## src/pkg/mic_pkg.sv

```systemverilog
// Package of constants and types for the microcontroller interrupt controller.
package mic_pkg;
   // ---------------------------------------------------------------
   // Register map
   // ---------------------------------------------------------------
   localparam logic [3:0] ADDR_IRQ_CONTROL = 4'h0;
   localparam logic [3:0] ADDR_EDGE_OPTION = 4'h1;
   localparam logic [3:0] ADDR_EEPROM_CONTROL = 4'h2;
   localparam logic [3:0] ADDR_STATUS = 4'h3;
   // ---------------------------------------------------------------
   // Field positions
   // ---------------------------------------------------------------
   localparam int BIT_PORT_FLAG = 0;
   localparam int BIT_EXT_FLAG = 1;
   localparam int BIT_TMR_FLAG = 2;
   localparam int BIT_PORT_EN = 3;
   localparam int BIT_EXT_EN = 4;
   localparam int BIT_TMR_EN = 5;
   localparam int BIT_EE_EN = 6;
   localparam int BIT_GIE = 7;
   localparam int BIT_EDGE_SEL = 6;
   localparam int BIT_EE_FLAG = 4;
   localparam int PORT_HI = 7;
   localparam int PORT_LO = 4;
   // ---------------------------------------------------------------
   // Reset values and constants
   // ---------------------------------------------------------------
   localparam logic [7:0] RESET_IRQ_CONTROL = 8'h00;
   localparam logic [7:0] RESET_EDGE_OPTION = 8'hff;
   localparam logic [7:0] RESET_EEPROM_CONTROL = 8'h00;
   localparam logic [12:0] IRQ_VECTOR = 13'h0004;
   localparam logic [1:0] ENTRY_CYCLES = 2'h2;
   // ---------------------------------------------------------------
   // States of the request sequencer
   // ---------------------------------------------------------------
   typedef enum logic [2:0] {
      MIC_RUN = 3'b001,
      MIC_WAIT = 3'b010,
      MIC_ENTRY = 3'b100
   } mic_state_t;
endpackage

```

## src/mic_interrupt_controller.sv

```systemverilog
// Interrupt controller with flag, enable, wake and vector request logic.
//
// Summary of operation
// - Four sources: pin, timer, port change, EEPROM.
// - Bit 7 global enable gates all requests.
// - Reset clears the global enable.
// - Return from interrupt sets global enable.
// - Entry clears enable, pushes, vectors 0004h.
// - Pin event to vector in three-four cycles; here at least six core_clk cycles from pin change to pc_load.
// - Flags set regardless of any enable.
// - Pin edge chosen by edge-select bit 6.
// - Pin edge sets bit 1, bit 4 enables.
// - Pin wakes sleep only when enabled beforehand; here a pending pin flag also wakes once bit 4 is set during sleep.
// - Timer rollover sets bit 2, bit 5 enables.
// - Port 7:4 change sets bit 0, bit 3 enables.
// - EEPROM done sets flag, bit 6 enables.
// - Hardware saves only return address.
// - Enabled pin, port or EEPROM source wakes regardless of global enable; timer cannot wake.
//
// Decided for this implementation: the strobed register port and the placing of the registers.
`timescale 1ns/1ps
module mic_interrupt_controller (
   // Clock and reset
   input wire logic core_clk,
   input wire logic reset,
   // Register port
   input wire logic [3:0] reg_addr,
   input wire logic [7:0] reg_wdata,
   input wire logic reg_write,
   input wire logic reg_read,
   output logic [7:0] reg_rdata,
   // Event sources
   input wire logic ext_irq_pin,
   input wire logic [3:0] second_io_port_hi,
   input wire logic timer_zero_rollover,
   input wire logic eeprom_write_done,
   // Core sequencer
   input wire logic cycle_boundary,
   input wire logic return_from_irq,
   input wire logic sleep_active,
   input wire logic [12:0] return_pc,
   output logic irq_request,
   output logic stack_push,
   output logic [12:0] stack_push_data,
   output logic pc_load,
   output logic [12:0] pc_load_value,
   output logic wake_up
);
   import mic_pkg::*;

   // ---------------------------------------------------------------
   // Registers and internal state
   // ---------------------------------------------------------------
   logic [7:0] irq_control_reg;
   logic [7:0] edge_option;
   logic eeprom_done_flag;
   logic ext_pin_sync1;
   logic ext_pin_sync2;
   logic ext_pin_prev;
   logic [3:0] port_sync1;
   logic [3:0] port_sync2;
   logic [3:0] port_prev;
   logic ext_event;
   logic port_event;
   logic pending;
   logic sleep_pending;
   logic write_ctl;
   logic write_ee;
   logic write_opt;
   logic entry_start;
   logic ext_req;
   logic tmr_req;
   logic port_req;
   logic ee_req;
   logic [1:0] entry_count;
   mic_state_t state;
   mic_state_t next_state;

   function automatic logic gated(input logic flag, input logic enable);
      gated = flag & enable;
   endfunction

   // ---------------------------------------------------------------
   // Input synchronisers
   // ---------------------------------------------------------------
   always_ff @(posedge core_clk) begin
      if (reset) begin
         ext_pin_sync1 <= 1'b0;
         ext_pin_sync2 <= 1'b0;
         ext_pin_prev <= 1'b0;
      end else begin
         ext_pin_sync1 <= ext_irq_pin;
         ext_pin_sync2 <= ext_pin_sync1;
         ext_pin_prev <= ext_pin_sync2;
      end
   end

   always_ff @(posedge core_clk) begin
      if (reset) begin
         port_sync1 <= 4'h0;
         port_sync2 <= 4'h0;
         port_prev <= 4'h0;
      end else begin
         port_sync1 <= second_io_port_hi;
         port_sync2 <= port_sync1;
         port_prev <= port_sync2;
      end
   end

   // ---------------------------------------------------------------
   // Event detection
   // ---------------------------------------------------------------
   always_comb begin
      // Rising edge when edge select is set, falling edge otherwise.
      if (edge_option[BIT_EDGE_SEL]) begin
         ext_event = ext_pin_sync2 & ~ext_pin_prev;
      end else begin
         ext_event = ~ext_pin_sync2 & ext_pin_prev;
      end
      // A level held one cycle passes the synchroniser and is compared.
      port_event = |(port_sync2 ^ port_prev);
   end

   assign write_ctl = reg_write && (reg_addr == ADDR_IRQ_CONTROL);
   assign write_ee = reg_write && (reg_addr == ADDR_EEPROM_CONTROL);
   assign write_opt = reg_write && (reg_addr == ADDR_EDGE_OPTION);

   // ---------------------------------------------------------------
   // Entry strobe
   // ---------------------------------------------------------------
   // First cycle of entry clears the enable, pushes and vectors.
   assign entry_start = (state == MIC_ENTRY) && (entry_count == 2'h0);

   // ---------------------------------------------------------------
   // Interrupt control register
   // ---------------------------------------------------------------
   always_ff @(posedge core_clk) begin
      if (reset) begin
         irq_control_reg <= RESET_IRQ_CONTROL;
      end else begin
         if (write_ctl) begin
            irq_control_reg <= reg_wdata;
         end
         if (return_from_irq) begin
            irq_control_reg[BIT_GIE] <= 1'b1;
         end
         if (entry_start) begin
            irq_control_reg[BIT_GIE] <= 1'b0;
         end
         // Hardware sets win over a software clear in the same cycle.
         if (ext_event) begin
            irq_control_reg[BIT_EXT_FLAG] <= 1'b1;
         end
         if (timer_zero_rollover) begin
            irq_control_reg[BIT_TMR_FLAG] <= 1'b1;
         end
         if (port_event) begin
            irq_control_reg[BIT_PORT_FLAG] <= 1'b1;
         end
      end
   end

   // ---------------------------------------------------------------
   // Option and EEPROM control registers
   // ---------------------------------------------------------------
   always_ff @(posedge core_clk) begin
      if (reset) begin
         edge_option <= RESET_EDGE_OPTION;
      end else if (write_opt) begin
         edge_option <= reg_wdata;
      end
   end

   always_ff @(posedge core_clk) begin
      if (reset) begin
         eeprom_done_flag <= RESET_EEPROM_CONTROL[BIT_EE_FLAG];
      end else if (eeprom_write_done) begin
         eeprom_done_flag <= 1'b1;
      end else if (write_ee) begin
         eeprom_done_flag <= reg_wdata[BIT_EE_FLAG];
      end
   end

   // ---------------------------------------------------------------
   // Pending source detection
   // ---------------------------------------------------------------
   assign ext_req = gated(irq_control_reg[BIT_EXT_FLAG], irq_control_reg[BIT_EXT_EN]);
   assign tmr_req = gated(irq_control_reg[BIT_TMR_FLAG], irq_control_reg[BIT_TMR_EN]);
   assign port_req = gated(irq_control_reg[BIT_PORT_FLAG], irq_control_reg[BIT_PORT_EN]);
   assign ee_req = gated(eeprom_done_flag, irq_control_reg[BIT_EE_EN]);

   always_comb begin
      pending = ext_req | tmr_req | port_req | ee_req;
      // Peripherals without clocks in sleep: timer cannot wake.
      sleep_pending = ext_req | port_req | ee_req;
   end

   // ---------------------------------------------------------------
   // Request sequencer
   // ---------------------------------------------------------------
   // A request waits until the core is awake and at a boundary.
   always_comb begin
      case (state)
         MIC_RUN: begin
            if (pending && irq_control_reg[BIT_GIE]) begin
               next_state = MIC_WAIT;
            end else begin
               next_state = MIC_RUN;
            end
         end
         MIC_WAIT: begin
            if (!irq_control_reg[BIT_GIE] || !pending) begin
               next_state = MIC_RUN;
            end else if (cycle_boundary && !sleep_active) begin
               next_state = MIC_ENTRY;
            end else begin
               next_state = MIC_WAIT;
            end
         end
         MIC_ENTRY: begin
            if (entry_count == ENTRY_CYCLES) begin
               next_state = MIC_RUN;
            end else begin
               next_state = MIC_ENTRY;
            end
         end
         default: begin
            next_state = MIC_RUN;
         end
      endcase
   end

   always_ff @(posedge core_clk) begin
      if (reset) begin
         state <= MIC_RUN;
      end else begin
         state <= next_state;
      end
   end

   always_ff @(posedge core_clk) begin
      if (reset) begin
         entry_count <= 2'h0;
      end else if (state == MIC_ENTRY) begin
         entry_count <= entry_count + 2'h1;
      end else begin
         entry_count <= 2'h0;
      end
   end

   // ---------------------------------------------------------------
   // Core outputs
   // ---------------------------------------------------------------
   always_ff @(posedge core_clk) begin
      if (reset) begin
         irq_request <= 1'b0;
      end else begin
         irq_request <= (next_state != MIC_RUN);
      end
   end

   // Only the return address is saved; context is software's job.
   always_ff @(posedge core_clk) begin
      if (reset) begin
         stack_push <= 1'b0;
      end else begin
         stack_push <= entry_start;
      end
   end

   always_ff @(posedge core_clk) begin
      if (reset) begin
         stack_push_data <= 13'h0000;
      end else begin
         stack_push_data <= return_pc;
      end
   end

   always_ff @(posedge core_clk) begin
      if (reset) begin
         pc_load <= 1'b0;
      end else begin
         pc_load <= entry_start;
      end
   end

   always_ff @(posedge core_clk) begin
      if (reset) begin
         pc_load_value <= 13'h0000;
      end else begin
         pc_load_value <= IRQ_VECTOR;
      end
   end

   always_ff @(posedge core_clk) begin
      if (reset) begin
         wake_up <= 1'b0;
      end else begin
         wake_up <= sleep_active && sleep_pending;
      end
   end

   // ---------------------------------------------------------------
   // Register read port
   // ---------------------------------------------------------------
   // Unmapped indices read zero, and data stand one cycle only.
   always_ff @(posedge core_clk) begin
      if (reset) begin
         reg_rdata <= 8'h00;
      end else if (reg_read) begin
         case (reg_addr)
            ADDR_IRQ_CONTROL: begin
               reg_rdata <= irq_control_reg;
            end
            ADDR_EDGE_OPTION: begin
               reg_rdata <= edge_option;
            end
            ADDR_EEPROM_CONTROL: begin
               reg_rdata <= {3'h0, eeprom_done_flag, 4'h0};
            end
            ADDR_STATUS: begin
               reg_rdata <= {5'h00, state};
            end
            default: begin
               reg_rdata <= 8'h00;
            end
         endcase
      end else begin
         reg_rdata <= 8'h00;
      end
   end
endmodule

```

## config.mk

```make
export PLATFORM = sky130hd
export DESIGN_NAME = mic_interrupt_controller
export DESIGN_NICKNAME = d
export VERILOG_FILES = /design/src/pkg/mic_pkg.sv /design/src/mic_interrupt_controller.sv
export SDC_FILE = /design/constraint.sdc
export NUM_CORES = 1
export LEC_CHECK = 0
export ABC_AREA = 0
export ABC_CLOCK_PERIOD_IN_PS = 4200
export BUFFER_PORTS_ARGS = -buffer_cell sky130_fd_sc_hd__buf_2
export CAP_MARGIN = 15
export CORE_MARGIN = 2
export CORE_UTILIZATION = 56
export CTS_BUF_LIST = sky130_fd_sc_hd__clkbuf_8
export DETAILED_ROUTE_END_ITERATION = 10
export PLACE_DENSITY = 0.87
export SLEW_MARGIN = 40
export SYNTH_ARGS = -nofsm -noshare
export SYNTH_HDL_FRONTEND = slang
export SYNTH_SLANG_ARGS = --single-unit
```

## constraint.sdc

```tcl
create_clock -name core_clk -period 4.2 [get_ports core_clk]
set_input_delay 0.42 -clock core_clk [delete_from_list [all_inputs] [get_ports core_clk]]
set_output_delay 0.42 -clock core_clk [all_outputs]
set_load 0.05 [all_outputs]
```

==> results_dict.tcl <==
set metrics [dict create \
    status "finished clean" \
    holdCritStartpoint "second_io_port_hi[1]" \
    chipWidth_um 69.2 \
    crit_fanout 29 \
    drtAntennaViolNets 0 \
    worstPathRequired_ns 4.43 \
    powerDensity_mw_per_mm2 435 \
    coreArea_mm2 0.00406 \
    crit_buf_inv 2 \
    grt_use_total 0.195 \
    endpoint_kind "flip-flop" \
    max_stage_delay_ns 0.48 \
    synth_edf_count 0 \
    yosys-top-cells-count "dfxtp_1, nor2b_1, nand3_1" \
    syn_inst 237 \
    grt_pass1_vias 1674 \
    crit_path_start_kind "input port" \
    start_util 0.587 \
    startpoint "reg_addr[0]" \
    placement_rows 23 \
    maxSlewViolCount 0 \
    ys_warn_count 0 \
    first_pass_iters 4 \
    grt_max_degree 43 \
    largest_reg_flops 13 \
    cpLargestDelayFamily "buffers and inverters" \
    cts-root-buf "clkbuf_8" \
    die_y_um 69.2 \
    maxCapViolations 0 \
    grt_pass1_wl_mm 7.31 \
    gr-total-overflow 0 \
    drive_gt1_frac 0.301 \
    insertion_delay_ns 0.33 \
    cts_setup_buffers 0 \
    synth_ff_type "dfxtp_1" \
    clk_pin_slew_ns 0.06 \
    largest-register "stack_push_data" \
    h-tree-depth 3 \
    synth_area_leaders "dfxtp_1, nor2b_1, nand3_1, buf_4, mux2i_1" \
    finalHoldViolCount 0 \
    min_period_over_period 0.391 \
    critPathArrivalTime_ns 1.87 \
    tns_ns 0 \
    fin_util 0.696 \
    syn_area_mm2 0.00238 \
    vias_per_cell 5.14 \
    r2r_start "entry_count[0]" \
    clock_path_buffers 2 \
    post_cts_resized 0 \
    setup_viol_count_final 0 \
    cts.sinks 62 \
    ys_seq_elements 62 \
    cts_tree "done" \
    nets 338 \
    hold_class "in2reg" \
    path_class "in2reg" \
    max_slew.worst_pin.slew_ns 0.727 \
    antenna_found_initial 0 \
    io_buffers 64 \
    ir_drop_uv 297 \
    clock.fmax_ghz 0.610 \
    drtIter0Drc 141 \
    ys_seq_area_frac 0.521 \
    ctsHoldBuffers 0 \
    io_pins 77 \
    yosysTopAreaCellShare 0.521 \
    wl_mm 4.53 \
    leakage_nw 1.29 \
    reg2reg_slack_ns 2.66 \
    yosysMostFrequentCell "dfxtp_1" \
    insertedDiodeCount 0 \
    cp_cell_sequence "buf_2 > inv_1 > and3_1 > o21a_1" \
    relSlewSlack 0.515 \
    wire_per_inst_um 12.9 \
    synthArstFlopShare 0 \
    place_congestion 0.788 \
    num_vias 1810 \
    fin_skew_ns 0.00586 \
    synth.avg_cell_area_um2 10.1 \
    place_hpwl_mm 3.14 \
    yosys.area.top_type "dfxtp_1" \
    synth.distinct_cells 40 \
    die_area_mm2 0.00479 \
    slowest_stage "inv_1" \
    period_needed_ns 1.64 \
    rsz0062_at_grt "false" \
    numCtsBuffers 9 \
    syn_to_final_growth_pct 18.5 \
    drc 0 \
]
worst paths after layout:
path,endpoint,cells past startpoint
worst min register to register,entry_count[0],1
worst min-delay path,port_sync1[1],2
worst max-delay path,reg_rdata[4],4
worst max register to register,state[0],5
layer usage:
metal / global-route usage / share of wire / vias to the layer above
li1: - / - / 916
met2: 0.319 / 0.49 / 73
met3: 0.0959 / 0.082 / 9
met1: 0.217 / 0.41 / 812
met4: 0.0763 / 0.013 / 0
met5: 0 / 0 / -
cell families after synthesis:
logic type,Yosys count,share of synthesized area
flip-flops,62,0.521
AND/OR/NAND/NOR,82,0.209
buffers and inverters,34,0.0835
AO/OA/AOI/OAI,43,0.122
multiplexers,8,0.0336
adder cells (fa/ha/maj),2,0.0105
XOR/XNOR,5,0.0184
other,1,0.00157
final cells by class:
| class | instances | area, um^2 |
|---|---|---|
| clock buffers | 9 | 124 |
| clock inverters | 7 | 57.6 |
| fillers | 332 | 1230 |
| inverters | 7 | 26.3 |
| multi-input cells | 152 | 983 |
| flip-flops and latches | 62 | 1240 |
| well taps | 50 | 62.6 |
| repair buffers | 65 | 328 |
report_power, final:
| part | switching, mW | internal [mW] |
|---|---|---|
| clock | 0.209 | 0.265 |
| combinational | 0.0952 | 0.0401 |
| sequential | 0.00893 | 0.608 |
placed cells by master (no fill, tap or decap), types with 2 or more instances in the layout:
master,netlist,routed
clkbuf_8,0,9
clkinv_2,0,4
nor3_1,2,2
nor2_1,7,7
o21ai_2,9,9
and2_1,3,3
buf_2,6,64
nand2b_1,4,4
mux2i_1,8,8
a21oi_1,8,8
ha_1,2,2
nor4b_1,3,3
nor4_1,3,3
o21ai_0,11,11
nor2b_1,29,29
dfxtp_1,62,62
inv_1,7,9
a31oi_1,5,5
conb_1,1,12
nand3_1,25,25
xor2_1,4,4
worst register-to-register path: cells and delay by family (launching register included):
| family | cells | cell delay (ns) |
|---|---|---|
| fa+ha+maj | 1 | 0.21 |
| compound gates | 2 | 0.34 |
| simple gates | 1 | 0.45 |
| flops | 1 | 0.33 |
| buf+inv | 1 | 0.06 |
metrics by stage:
stage | worst slack (ns) | total power, mW | instances | cell area [um^2] | hold slack (ns)
6_report | 2.56 | 1.23 | 352 | 2820 | 0.295
5_1_grt | 2.49 | 1.29 | 352 | 2820 | 0.278
4_1_cts | 2.58 | 1.24 | 351 | 2820 | 0.276
3_5_place_dp | 2.23 | 0.765 | 335 | 2630 | 0.414
3_3_place_gp | 2.26 | 0.762 | 335 | 2630 | 0.411
2_1_floorplan | 2.76 | 0.738 | 248 | 2420 | 0.400
Power figures use the tool's default switching activity.
